===== src/rtl/draw_regs_pkg.sv =====
// Purpose: Shared constants for the drawing engine index register bank.
// Assumes: 16-bit host data path and a 200 MHz engine clock.
// Notes:   Port addresses are the printed I/O addresses.
`default_nettype none
package draw_regs_pkg;
  localparam logic [15:0] INDEX_PORT_ADDR   = 16'hBEE8;
  localparam logic [15:0] PIXEL_PORT_ADDR   = 16'hE2E8;
  localparam logic [15:0] PIXEL_HIGH_ADDR   = 16'hE2EA;
  localparam int          INDEX_MSB         = 15;
  localparam int          INDEX_LSB         = 12;
  localparam logic [3:0]  IDX_CLIP_BOTTOM   = 4'h3;
  localparam logic [3:0]  IDX_CLIP_RIGHT    = 4'h4;
  localparam logic [3:0]  IDX_MIX_SELECT    = 4'hA;
  localparam logic [3:0]  IDX_EXT_BASE      = 4'hD;
  localparam logic [3:0]  IDX_MISC          = 4'hE;
  localparam logic [3:0]  IDX_READ_SELECT   = 4'hF;
  localparam logic [15:0] EXT_BASE_RESET    = 16'hDC00;
  localparam logic [15:0] MISC_RESET        = 16'hE000;
  localparam int          MIX_LSB           = 6;
  localparam int          XDST_LSB          = 0;
  localparam int          XSRC_LSB          = 4;
  localparam int          NDST_LSB          = 0;
  localparam int          NSRC_LSB          = 2;
  localparam int          UPPER_WORD_BIT    = 4;
  localparam int          OUTSIDE_CLIP_BIT  = 5;
  localparam int          CMP_POLARITY_BIT  = 7;
  localparam int          CMP_ENABLE_BIT    = 8;
  localparam int          CMD_WIDTH32_BIT   = 9;
  localparam int          EDO_DISABLE_BIT   = 10;
  localparam logic [11:0] MIX_WRITE_MASK    = 12'h0C0;
  localparam logic [11:0] EXT_BASE_MASK     = 12'h077;
  localparam logic [11:0] MISC_MASK         = 12'h7BF;
  localparam logic [3:0]  SEL_MIX           = 4'h5;
  localparam logic [3:0]  SEL_MISC          = 4'h6;
  localparam logic [3:0]  SEL_COMMAND       = 4'h7;
  localparam logic [3:0]  SEL_SUBSYS        = 4'h8;
  localparam logic [3:0]  SEL_VIDEO_ENABLE  = 4'h9;
  localparam logic [3:0]  SEL_EXT_BASE      = 4'hA;
  localparam logic [15:0] COMMAND_READ_MASK = 16'h1FFF;
  localparam logic [15:0] SUBSYS_READ_MASK  = 16'h0FFF;
endpackage
`default_nettype wire


===== src/rtl/pixel_xfer_if.sv =====
// Purpose: Carries pixel port writes to the transfer assembler and its beats back.
// Assumes: All signals on the engine clock.
// Notes:   The bank drives the write side, the assembler the beat side.
`default_nettype none
interface pixel_xfer_if;
  logic        low_wr;
  logic        high_wr;
  logic        wide_mode;
  logic [15:0] wdata;
  logic        beat_valid;
  logic        beat_wide;
  logic [31:0] beat_data;
  modport bank (output low_wr, output high_wr, output wide_mode, output wdata,
                input beat_valid, input beat_wide, input beat_data);
  modport assembler (input low_wr, input high_wr, input wide_mode, input wdata,
                     output beat_valid, output beat_wide, output beat_data);
endinterface
`default_nettype wire


===== src/rtl/pixel_transfer_assembler.sv =====
// Purpose: Joins pixel port half-words into 16- or 32-bit image beats.
// Assumes: At most one port write per cycle.
// Notes:   A high half with no pending low half is dropped.
`default_nettype none
module pixel_transfer_assembler (
  input  wire logic clock_i,        // Engine clock.
  input  wire logic nrst_i,         // Asynchronous reset, active low.
  pixel_xfer_if.assembler xfer      // Port writes in, beats out.
);
  logic [15:0] low_q;
  logic        pending_q;
  logic        beat_valid_q;
  logic        beat_wide_q;
  logic [31:0] beat_data_q;
  wire         emit_narrow = xfer.low_wr && !xfer.wide_mode;
  wire         emit_wide   = xfer.high_wr && pending_q;

  always_ff @(posedge clock_i or negedge nrst_i) begin
    if (!nrst_i) begin
      low_q        <= 16'h0000;
      pending_q    <= 1'b0;
      beat_valid_q <= 1'b0;
      beat_wide_q  <= 1'b0;
      beat_data_q  <= 32'h0000_0000;
    end else begin
      beat_valid_q <= emit_narrow || emit_wide;
      if (xfer.low_wr) begin
        low_q     <= xfer.wdata;
        pending_q <= xfer.wide_mode;
      end else if (xfer.high_wr) begin
        pending_q <= 1'b0;
      end
      if (emit_narrow) begin
        beat_wide_q <= 1'b0;
        beat_data_q <= {16'h0000, xfer.wdata};
      end else if (emit_wide) begin
        beat_wide_q <= 1'b1;
        beat_data_q <= {xfer.wdata, low_q};
      end
    end
  end

  assign xfer.beat_valid = beat_valid_q;
  assign xfer.beat_wide  = beat_wide_q;
  assign xfer.beat_data  = beat_data_q;
endmodule
`default_nettype wire


===== src/rtl/draw_engine_index_regs.sv =====
// Purpose: Index-multiplexed configuration bank of a 2D drawing engine.
// Assumes: Host strobes are synchronous to clock_i, one access per cycle.
// Notes:   Indexed writes other than read-select commit one cycle after the host write.
`default_nettype none
module draw_engine_index_regs (
  input  wire logic        clock_i,             // Engine clock, 200 MHz.
  input  wire logic        nrst_i,              // Asynchronous reset, active low.
  input  wire logic [15:0] io_addr_i,           // Host port address.
  input  wire logic        io_wr_i,             // Host write strobe.
  input  wire logic        io_rd_i,             // Host read strobe.
  input  wire logic [15:0] io_wdata_i,          // Host write data.
  input  wire logic        io_mmio_i,           // Current access is memory mapped.
  input  wire logic        bpp32_i,             // Engine is in 32 bpp mode.
  input  wire logic        half_access_i,       // One 16-bit half of a 32-bit register was accessed.
  input  wire logic [15:0] minor_count_i,       // Readback of index 0.
  input  wire logic [15:0] clip_top_i,          // Top clip register, readback of index 1.
  input  wire logic [15:0] clip_left_i,         // Left clip register, readback of index 2.
  input  wire logic [15:0] command_i,           // Drawing command register.
  input  wire logic [15:0] subsys_status_i,     // Subsystem status register.
  input  wire logic [15:0] video_enable_i,      // Video subsystem enable register.
  input  wire logic [11:0] pixel_x_i,           // Candidate pixel column.
  input  wire logic [11:0] pixel_y_i,           // Candidate pixel row.
  input  wire logic [31:0] source_colour_i,     // Source colour of the pixel.
  input  wire logic [31:0] compare_colour_i,    // Colour compare register value.
  output logic      [15:0] io_rdata_o,          // Readback data, valid the cycle after the read.
  output logic      [11:0] clip_bottom_o,       // Bottom clip limit.
  output logic      [11:0] clip_right_o,        // Right clip limit.
  output logic      [1:0]  mix_register_chooser_o, // Mix register selection mode.
  output logic      [2:0]  destination_megabyte_o, // Effective destination megabyte.
  output logic      [2:0]  source_megabyte_o,   // Effective source megabyte.
  output logic             upper_word_flag_o,   // High half selected for 32-bit registers.
  output logic             outside_clip_enable_o, // Draw outside the clip rectangle.
  output logic             colour_compare_enable_o, // Colour compare enabled.
  output logic             compare_polarity_o,  // Skip on inequality when set.
  output logic             command_width_32_o,  // Command registers are 32-bit for this access.
  output logic             edo_single_cycle_o,  // Single-cycle EDO allowed.
  output logic             draw_permit_o,       // Pixel passes the clip test.
  output logic             update_permit_o,     // Pixel passes the colour compare.
  output logic             pixel_valid_o,       // Image data beat valid, one-cycle pulse.
  output logic             pixel_wide_o,        // Beat carries 32 bits.
  output logic      [31:0] pixel_data_o         // Image data beat.
);
  logic [11:0] clip_bottom_q;
  logic [11:0] clip_right_q;
  logic [11:0] mix_q;
  logic [11:0] ext_base_q;
  logic [11:0] misc_q;
  logic [3:0]  read_index_q;
  logic        pipe_valid_q;
  logic [15:0] pipe_data_q;
  logic [15:0] rdata_q;
  logic        width32_q;
  logic        draw_q;
  logic        update_q;
  logic [2:0]  dst_q;
  logic [2:0]  src_q;
  logic        edo_q;

  pixel_xfer_if xfer ();

  wire        index_wr   = io_wr_i && (io_addr_i == draw_regs_pkg::INDEX_PORT_ADDR);
  wire        index_rd   = io_rd_i && (io_addr_i == draw_regs_pkg::INDEX_PORT_ADDR);
  wire [3:0]  wr_index   = io_wdata_i[draw_regs_pkg::INDEX_MSB:draw_regs_pkg::INDEX_LSB];
  wire [3:0]  pipe_index = pipe_data_q[draw_regs_pkg::INDEX_MSB:draw_regs_pkg::INDEX_LSB];
  wire [11:0] pipe_value = pipe_data_q[11:0];
  wire        sel_wr     = index_wr && (wr_index == draw_regs_pkg::IDX_READ_SELECT);
  wire        commit_misc = pipe_valid_q && (pipe_index == draw_regs_pkg::IDX_MISC);
  wire        toggle_ok  = half_access_i && bpp32_i
                           && !misc_q[draw_regs_pkg::CMD_WIDTH32_BIT];

  wire [2:0]  wide_dst   = ext_base_q[draw_regs_pkg::XDST_LSB +: 3];
  wire [2:0]  wide_src   = ext_base_q[draw_regs_pkg::XSRC_LSB +: 3];
  wire [1:0]  narrow_dst = misc_q[draw_regs_pkg::NDST_LSB +: 2];
  wire [1:0]  narrow_src = misc_q[draw_regs_pkg::NSRC_LSB +: 2];
  // A wide field of zero hands control back to the narrow field.
  // wide destination and source override
  wire [2:0]  eff_dst    = (wide_dst != 3'h0) ? wide_dst : {1'b0, narrow_dst};
  wire [2:0]  eff_src    = (wide_src != 3'h0) ? wide_src : {1'b0, narrow_src};

  // Top and left limits live outside this bank; only their low 12 bits are compared.
  // inclusive clip window
  wire        in_window  = (pixel_y_i >= clip_top_i[11:0]) && (pixel_y_i <= clip_bottom_q)
                           && (pixel_x_i >= clip_left_i[11:0]) && (pixel_x_i <= clip_right_q);
  wire        colour_eq  = (source_colour_i == compare_colour_i);
  wire        cmp_pass   = !misc_q[draw_regs_pkg::CMP_ENABLE_BIT]
                           || (misc_q[draw_regs_pkg::CMP_POLARITY_BIT] ? colour_eq : !colour_eq);

  logic [15:0] read_mux;
  always_comb begin
    case (read_index_q)
      4'h0:                            read_mux = minor_count_i;
      4'h1:                            read_mux = clip_top_i;
      4'h2:                            read_mux = clip_left_i;
      4'h3:                            read_mux = {draw_regs_pkg::IDX_CLIP_BOTTOM, clip_bottom_q};
      4'h4:                            read_mux = {draw_regs_pkg::IDX_CLIP_RIGHT, clip_right_q};
      draw_regs_pkg::SEL_MIX:          read_mux = {draw_regs_pkg::IDX_MIX_SELECT, mix_q};
      draw_regs_pkg::SEL_MISC:         read_mux = {draw_regs_pkg::IDX_MISC, misc_q};
      draw_regs_pkg::SEL_COMMAND:      read_mux = command_i & draw_regs_pkg::COMMAND_READ_MASK;
      draw_regs_pkg::SEL_SUBSYS:       read_mux = subsys_status_i & draw_regs_pkg::SUBSYS_READ_MASK;
      draw_regs_pkg::SEL_VIDEO_ENABLE: read_mux = video_enable_i;
      draw_regs_pkg::SEL_EXT_BASE:     read_mux = {draw_regs_pkg::IDX_EXT_BASE, ext_base_q};
      default:                         read_mux = 16'h0000;
    endcase
  end

  // Select writes bypass the pipe, so a read may follow them at once.
  // index-routed write pipeline
  always_ff @(posedge clock_i or negedge nrst_i) begin
    if (!nrst_i) begin
      pipe_valid_q <= 1'b0;
      pipe_data_q  <= 16'h0000;
    end else begin
      pipe_valid_q <= index_wr && !sel_wr;
      pipe_data_q  <= io_wdata_i;
    end
  end

  always_ff @(posedge clock_i or negedge nrst_i) begin
    if (!nrst_i) begin
      clip_bottom_q <= 12'h000;
    end else if (pipe_valid_q && pipe_index == draw_regs_pkg::IDX_CLIP_BOTTOM) begin
      clip_bottom_q <= pipe_value;
    end
  end

  always_ff @(posedge clock_i or negedge nrst_i) begin
    if (!nrst_i) begin
      clip_right_q <= 12'h000;
    end else if (pipe_valid_q && pipe_index == draw_regs_pkg::IDX_CLIP_RIGHT) begin
      clip_right_q <= pipe_value;
    end
  end

  always_ff @(posedge clock_i or negedge nrst_i) begin
    if (!nrst_i) begin
      mix_q <= 12'h000;
    end else if (pipe_valid_q && pipe_index == draw_regs_pkg::IDX_MIX_SELECT) begin
      mix_q <= pipe_value & draw_regs_pkg::MIX_WRITE_MASK;
    end
  end

  always_ff @(posedge clock_i or negedge nrst_i) begin
    if (!nrst_i) begin
      ext_base_q <= draw_regs_pkg::EXT_BASE_RESET[11:0] & draw_regs_pkg::EXT_BASE_MASK;
    end else if (pipe_valid_q && pipe_index == draw_regs_pkg::IDX_EXT_BASE) begin
      ext_base_q <= pipe_value & draw_regs_pkg::EXT_BASE_MASK;
    end
  end

  always_ff @(posedge clock_i or negedge nrst_i) begin
    if (!nrst_i) begin
      misc_q <= draw_regs_pkg::MISC_RESET[11:0] & draw_regs_pkg::MISC_MASK;
    end else if (commit_misc) begin
      misc_q <= pipe_value & draw_regs_pkg::MISC_MASK;
    // A committing write outranks a toggle in the same cycle.
    end else if (toggle_ok) begin
      misc_q[draw_regs_pkg::UPPER_WORD_BIT] <= !misc_q[draw_regs_pkg::UPPER_WORD_BIT];
    end
  end

  always_ff @(posedge clock_i or negedge nrst_i) begin
    if (!nrst_i) begin
      read_index_q <= 4'h0;
    end else if (sel_wr) begin
      read_index_q <= io_wdata_i[3:0];
    end else if (index_rd) begin
      read_index_q <= read_index_q + 4'h1;
    end
  end

  // registered read data
  // Reads of other ports return zero rather than stale data.
  always_ff @(posedge clock_i or negedge nrst_i) begin
    if (!nrst_i) begin
      rdata_q <= 16'h0000;
    end else if (io_rd_i) begin
      rdata_q <= index_rd ? read_mux : 16'h0000;
    end
  end

  always_ff @(posedge clock_i or negedge nrst_i) begin
    if (!nrst_i) begin
      draw_q <= 1'b0;
    end else begin
      draw_q <= in_window ^ misc_q[draw_regs_pkg::OUTSIDE_CLIP_BIT];
    end
  end

  always_ff @(posedge clock_i or negedge nrst_i) begin
    if (!nrst_i) begin
      update_q <= 1'b0;
    end else begin
      update_q <= cmp_pass;
    end
  end

  // width applies to programmed I/O
  // Memory-mapped accesses always see the narrow command registers.
  always_ff @(posedge clock_i or negedge nrst_i) begin
    if (!nrst_i) begin
      width32_q <= 1'b0;
    end else begin
      width32_q <= misc_q[draw_regs_pkg::CMD_WIDTH32_BIT] && !io_mmio_i;
    end
  end

  always_ff @(posedge clock_i or negedge nrst_i) begin
    if (!nrst_i) begin
      dst_q <= 3'h0;
      src_q <= 3'h0;
    end else begin
      dst_q <= eff_dst;
      src_q <= eff_src;
    end
  end

  // EDO permit register
  // The disable bit resets clear, so single-cycle EDO is allowed out of reset.
  always_ff @(posedge clock_i or negedge nrst_i) begin
    if (!nrst_i) begin
      edo_q <= 1'b1;
    end else begin
      edo_q <= !misc_q[draw_regs_pkg::EDO_DISABLE_BIT];
    end
  end

  assign xfer.low_wr    = io_wr_i && (io_addr_i == draw_regs_pkg::PIXEL_PORT_ADDR);
  assign xfer.high_wr   = io_wr_i && (io_addr_i == draw_regs_pkg::PIXEL_HIGH_ADDR);
  assign xfer.wide_mode = bpp32_i;
  assign xfer.wdata     = io_wdata_i;

  pixel_transfer_assembler assembler_u (
    .clock_i (clock_i),
    .nrst_i  (nrst_i),
    .xfer    (xfer.assembler)
  );

  assign io_rdata_o              = rdata_q;
  assign clip_bottom_o           = clip_bottom_q;
  assign clip_right_o            = clip_right_q;
  assign mix_register_chooser_o  = mix_q[draw_regs_pkg::MIX_LSB +: 2];
  assign destination_megabyte_o  = dst_q;
  assign source_megabyte_o       = src_q;
  assign upper_word_flag_o       = misc_q[draw_regs_pkg::UPPER_WORD_BIT];
  assign outside_clip_enable_o   = misc_q[draw_regs_pkg::OUTSIDE_CLIP_BIT];
  assign colour_compare_enable_o = misc_q[draw_regs_pkg::CMP_ENABLE_BIT];
  assign compare_polarity_o      = misc_q[draw_regs_pkg::CMP_POLARITY_BIT];
  assign command_width_32_o      = width32_q;
  assign edo_single_cycle_o      = edo_q;
  assign draw_permit_o           = draw_q;
  assign update_permit_o         = update_q;
  assign pixel_valid_o           = xfer.beat_valid;
  assign pixel_wide_o            = xfer.beat_wide;
  assign pixel_data_o            = xfer.beat_data;
endmodule
`default_nettype wire


===== config.mk =====
export PLATFORM = sky130hd
export DESIGN_NAME = draw_engine_index_regs
export DESIGN_NICKNAME = d
export VERILOG_FILES = /design/src/rtl/draw_regs_pkg.sv /design/src/rtl/pixel_xfer_if.sv /design/src/rtl/pixel_transfer_assembler.sv /design/src/rtl/draw_engine_index_regs.sv
export SDC_FILE = /design/constraint.sdc
export NUM_CORES = 1
export LEC_CHECK = 0
export BUFFER_PORTS_ARGS = -buffer_cell sky130_fd_sc_hd__buf_2
export CORE_ASPECT_RATIO = 0.7
export CORE_UTILIZATION = 49
export CTS_CLUSTER_DIAMETER = 40
export DETAILED_ROUTE_END_ITERATION = 7
export PLACE_DENSITY = 0.81
export SYNTH_ARGS = -nofsm -noshare
export SYNTH_HDL_FRONTEND = slang
export SYNTH_SLANG_ARGS = --single-unit

===== constraint.sdc =====
create_clock -name clock_i -period 2.19 [get_ports clock_i]
set_input_delay 0.3285 -clock clock_i [delete_from_list [all_inputs] [get_ports clock_i]]
set_output_delay 0.3285 -clock clock_i [all_outputs]
set_load 0.01 [all_outputs]

# [After elaboration in Yosys (flattened, before gate mapping)]
# Cells that the tools add are included.
[op_classes] n_bitwise=1 addsub=1 mul=0 mux=15 shift=0 n_eq_ne=20 div_mod_pow=0 n_reduce_logical=36 order_cmp=4
[op_table] cell="16-bit one-hot mux with 11 select lines" count=1
[op_table] cell="32-bit two-way mux" count=2
[op_table] cell="16-bit == test (second input constant)" count=3
[op_table] cell="32-bit == test" count=1
[op_table] cell="4-bit == test (second input constant)" count=7
[op_table] cell="12-bit >= comparator" count=2
[op_table] cell="12-bit less-or-equal comparator" count=2
[op_table] cell="4-bit by 3-bit == test with 1-bit output (second input constant)" count=5
[op_table] cell="1-bit logical AND" count=19
[op_table] cell="16-bit two-way mux" count=1
[op_table] cell="4-bit by 2-bit == test with 1-bit output (second input constant)" count=3
[op_table] cell="1-bit logical NOT" count=8
[op_table] cell="4-bit two-way mux" count=2
[op_table] cell="2-bit nonzero test" count=4
[op_table] cell="1-bit two-way mux" count=7
[op_table] cell="3-bit two-way mux" count=2
[op_table] cell="3-bit nonzero test" count=2
[op_table] cell="4-bit by 1-bit adder with 4-bit output (second input constant)" count=1
[op_table] cell="4-bit by 1-bit == test with 1-bit output (second input constant)" count=1
[op_table] cell="4-bit logical NOT" count=1
[op_table] cell="1-bit logical OR" count=2
[op_table] cell="1-bit bitwise XOR" count=1
[totals] regBits=140 out_inout_bits=90 rom_bits=0 latchBits=0 ramBits=0 input_bits=223 mem_count=0 word_cells=98

# [Logic depth before layout (Yosys ltp)]
[depth] word_depth=5 ltp_mapped=10 depth_no_buf=8

# [Cells and area by module]
# Synthesis repeated with hierarchy kept, for this count alone.
[hier_totals] hier_cells=844 hier_area_um2=8475.6
[by_module_without_submodules] mod="draw_engine_index_regs" n_inst=1 area_each_um2=5900.7 seq_area_each_um2=2228.4 cells_per_inst=632
[by_module_without_submodules] mod="pixel_transfer_assembler" n_inst=1 area_each_um2=2575.0 seq_area_each_um2=1276.2 cells_per_inst=212

# [Worst setup path before layout]
# No wires, ideal clock.
[synth_path] path_kind="input to register" start="input port pixel_y_i[0]" end="register draw_q (netlist: draw_permit_o)" cell_stages=8 setup_ns=0.147 setup_slack_ns=0.307 t_required_ns=2.043 arrival_time_ns=1.735 path_buffers=0 path_cell_list="inv_1 ha_1 nand2b_1 a2111oi_0 a2111oi_0 nor4_1 a2111oi_0 xor2_1"
[synth_between] elab_chain_len=5 elab_cells_between_ends=6 classes_between="2 x order compare; 1 x bitwise; 3 x reduce/logical"
[synth_lines] item="from (decl)" line_no="draw_engine_index_regs.sv:22" text="input wire logic [11:0] pixel_y_i,"
[synth_lines] item="12-bit >= comparator or 12-bit less-or-equal comparator (tied branches)" line_no="draw_engine_index_regs.sv:82" text="wire in_window = (pixel_y_i >= clip_top_i[11:0]) && (pixel_y_i <= clip_bottom_q)"
[synth_lines] item="1-bit logical AND *" line_no="draw_engine_index_regs.sv:82"
[synth_lines] item="1-bit logical AND * (2 in series)" line_no="draw_engine_index_regs.sv:83" text="&& (pixel_x_i >= clip_left_i[11:0]) && (pixel_x_i <= clip_right_q);"
[synth_lines] item="1-bit bitwise XOR *" line_no="draw_engine_index_regs.sv:185" text="draw_q <= in_window ^ misc_q[draw_regs_pkg::OUTSIDE_CLIP_BIT];"
[synth_lines] item="to (signal assigned)" line_no="draw_engine_index_regs.sv:185"
[synth_lines] item="to (decl)" line_no="draw_engine_index_regs.sv:53" text="logic draw_q;"
# Mark *: on every way between the ends. The rest lies on a longest branch, timed or not.
# A chain may end at the register's enable or synchronous reset.

# [Worst setup path in the final report]
[layout_path] start="register read_index_q[2]" end="register rdata_q[5] (netlist: io_rdata_o[5])"
[layout_between] elab_chain_len=3 elab_cells_between_ends=13 classes_between="10 x eq/ne; 2 x mux; 1 x reduce/logical"
[layout_lines] item="from (decl)" line_no="draw_engine_index_regs.sv:48" text="logic [3:0] read_index_q;"
[layout_lines] item="from (signal assigned)" line_no="draw_engine_index_regs.sv:165" text="read_index_q <= io_wdata_i[3:0];"
[layout_lines] item="from (signal assigned)" line_no="draw_engine_index_regs.sv:167" text="read_index_q <= read_index_q + 4'h1;"
[layout_lines] item="4-bit == test (tied with other cells)" line_no="draw_engine_index_regs.sv:90" text="case (read_index_q)"
[layout_lines] item="16-bit one-hot mux with 11 select lines *" line_no="draw_engine_index_regs.sv:90"
[layout_lines] item="16-bit two-way mux *" line_no="draw_engine_index_regs.sv:177" text="rdata_q <= index_rd ? read_mux : 16'h0000;"
[layout_lines] item="to (signal assigned)" line_no="draw_engine_index_regs.sv:177"
[layout_lines] item="to (decl)" line_no="draw_engine_index_regs.sv:51" text="logic [15:0] rdata_q;"
# Marks and branches as above.

==> impl_metrics.py <==
metrics = {
    "final_layout": {
        "multi_input_area_sq_um": 3909,
        "final_cell_mix": "buf_2, dfrtp_1, nand2_1, inv_1, ha_1",
        "final_common_cell": "buf_2",
        "drive_gt1_share_pct": 41.26,
        "syn_to_final_growth_pct": 34.55,
        "fillers": 1241,
        "nets": 1360,
        "regArea_sq_um": 3505,
        "finalNonFillerCells": 1299,
    },
    "synthesis": {
        "ys_seq_area_share_pct": 45.07,
        "synth_adder_area_share_pct": 8.367,
        "netlist_instances": 743,
        "synthMuxAreaShare_pct": 8.512,
        "synth_area_sq_um": 7776,
        "yosys.area_share.xor_xnor_pct": 4.280,
        "synthSimpleGateAreaFrac_pct": 11.47,
        "ys_top_cells_by_area": "dfrtp_1, ha_1, mux2_2",
        "ys_async_sr_fraction_pct": 100.0,
        "yosysUniqueCellTypes": 57,
        "synth_edf_count": 0,
        "synth_compound_area_share_pct": 17.43,
        "synth_largest_area_cell": "dfrtp_1",
        "synth.avg_cell_area_sq_um": 10.47,
        "synth_warnings": 0,
        "synth.top_cell.area_share_pct": 44.73,
        "synth_top_family_by_area": "compound AO/OA/AOI/OAI gates",
        "synthFlopType": "dfrtp_1",
        "ys_ff_latch": 140,
        "syn-num-nets": 1018,
    },
    "worst_setup_path": {
        "cp-start-kind": "flop",
        "cp_max_fo": 9,
        "startpoint": "read_index_q[2]",
        "r2r-end": "io_rdata_o[5]",
        "r2r_slack_ps": 60,
        "endpoint_kind": "flop",
        "endpoint": "io_rdata_o[5]",
        "critPathRequiredTime_ps": 2540,
        "cp.arrival_ps": 2480,
        "reg2reg_depth": 6,
        "r2r_start": "read_index_q[2]",
        "path_class": "reg -> reg",
    },
    "detailed_routing": {
        "routed_via_density": 5.691,
        "wl_mm": 26.34,
        "via_count": 7392,
        "ant_nets": 0,
        "wl_per_cell_microns": 20.28,
        "firstDrtPassIters": 8,
        "drt_drc_violations_left": 19,
        "drt_iter0_drc": 778,
    },
    "cts": {
        "cts_max_path_buffers": 2,
        "htreeDepth": 4,
        "cts_tree": "built",
        "cts.sinks": 140,
        "clk_latency_ps": 420,
        "cts_buffers": 17,
        "root_buffer": "clkbuf_16",
        "clkSlewWorstSetupHoldPaths_ps": 60,
    },
    "global_routing": {
        "grt_max_degree": 44,
        "overflow": 0,
        "grt_pass1_vias": 7293,
        "antenna_found_initial": 2,
        "grt_usage_pct": 32.55,
        "grt_pass1_wl_mm": 40.00,
    },
    "floorplanning": {
        "rows": 38,
        "chipWidth_microns": 152.6,
        "die_area_sq_um": 16390,
        "core_sq_um": 15500,
        "initial_core_util_pct": 50.17,
        "die-height_microns": 107.4,
        "io_pins": 313,
    },
    "status": {
        "run_status": "finished, violations left",
        "violations": "design-rule violations",
    },
    "sta": {
        "fin_skew_ps": 11.68,
        "worst_slack_ps": 58.84,
        "report.final.slew_viol_count": 0,
        "finalCriticalPeriod_ps": 2131,
        "setup_viol": 0,
        "finalCritPeriodShare_pct": 97.31,
        "max_freq_ghz": 0.4692,
        "hold_violations": 0,
        "rsz0062_at_grt": "no",
        "worstMarginPinSlew_ps": 749.6,
        "slew_headroom_pct": 49.92,
    },
    "place": {
        "gp_congestion": 0.9735,
        "place_inst": 1265,
        "preCtsSetupSlack_ps": -94.43,
        "io_buffer_count": 305,
        "place_hpwl_mm": 20.75,
    },
    "power_and_ir_drop": {
        "p_leak_nw": 5.551,
        "powerDensity_nw_per_um2": 588.8,
        "ir_worst_vdd_uv": 652.7,
    },
    "run": {
        "cap_viol_max_count": 0,
    },
    "min_path": {
        "worstHoldPathCells": 2,
        "hold_class": "in -> reg",
    },
}
how the worst min path moves through the flow:
stage                        from                   end
floorplan                  nrst_i  assembler_u.low_q[0]
global placement           nrst_i       read_index_q[0]
detailed placement         nrst_i       read_index_q[1]
CTS                     io_mmio_i    command_width_32_o
global route        io_wdata_i[9]        pipe_data_q[9]
finish                  io_mmio_i    command_width_32_o
synthesized netlist by cell type (all sizes together) (2+ instances only):
master	instances
nand2	77
nand4	20
and3	4
xnor2	36
a31oi	8
a222oi	11
o211ai	3
dfrtp	139
clkbuf	21
a32oi	3
nor2	23
o2bb2ai	11
nand3	9
a22oi	34
xor2	2
nor2b	8
ha	52
nor4	6
a211oi	2
buf	16
a21oi	30
inv	55
o22ai	2
or2	2
a22o	26
o21ai	34
a221oi	4
nor3	6
mux2	51
a21o	13
a2111oi	4
and2	6
nand2b	5
mux2i	5
nor3b	2
routing by layer:
| layer | vias to the layer above | track usage, % | part of all wire, % |
|---|---|---|---|
| li1 | 3385 | - | - |
| met1 | 3505 | 42.85 | 42 |
| met2 | 446 | 51.83 | 45 |
| met3 | 54 | 9.300 | 11 |
| met4 | 2 | 10.82 | 2.4 |
| met5 | - | 0 | 0.065 |
cell families after synthesis:
group | Yosys count
compound gates | 190
xor+xnor | 38
fa+ha+maj | 52
buf+inv | 93
flops | 140
mux | 56
simple gates | 174
per-stage QoR:
stage	power [mW]	hold WS, ps	instance area [sq um]	util (%)	setup TNS, ps
2_1_floorplan	2.882	32.91	7776	-	0
3_3_place_gp	3.269	278.8	9839	63.48	-68.06
3_5_place_dp	3.279	277.7	9839	63.48	-94.43
4_1_cts	6.205	40.72	10450	67.42	0
5_1_grt	6.392	53.09	10460	67.50	0
6_report	6.160	53.01	10460	67.50	0
worst max-delay path, cell delays in order (launching register included):
cell and delay [ps]:
dfrtp_1 480, nor2b_1 660, and2_1 290, buf_4 200, a22oi_1 120, a31oi_1 230
a21o_1 100
power by group:
part	leakage [nW]	total [mW]	switching (mW)	internal, mW
combinational	3.37	0.603	0.313	0.289
sequential	1.90	2.64	0.0281	2.61
clock	0.285	2.92	1.18	1.74
total	5.55	6.16	1.52	4.64
sequential cells by signal, summed over array words and instances (netlist names), 3 cells and up:
| name | cells |
|---|---|
| assembler_u.xfer.beat_data | 32 |
| clip_bottom_o | 12 |
| source_megabyte_o | 3 |
| misc_q | 10 |
| clip_right_o | 12 |
| assembler_u.low_q | 16 |
| pipe_data_q | 16 |
| ext_base_q | 6 |
| read_index_q | 4 |
| io_rdata_o | 16 |
| destination_megabyte_o | 3 |
what timing repair did:
| action | CTS | global route |
|---|---|---|
| buffers inserted | 0 | 0 |
| endpoints found under the hold margin | 39 | 0 |
| resized for setup | 0 | 4 |
| endpoints found under the setup margin | 0 | 9 |
| hold buffers | 1 | 0 |
cell type report:
| type | instances | share of cell area (%) |
|---|---|---|
| clock buffers | 19 | 4.233 |
| flip-flops and latches | 140 | 33.50 |
| diodes | 1 | 0.02392 |
| repair buffers | 360 | 18.98 |
| multi-input cells | 510 | 37.36 |
| well taps | 200 | 2.392 |
| clock inverters | 13 | 1.507 |
| inverters | 56 | 2.009 |
(Power assumes the default switching activity.)
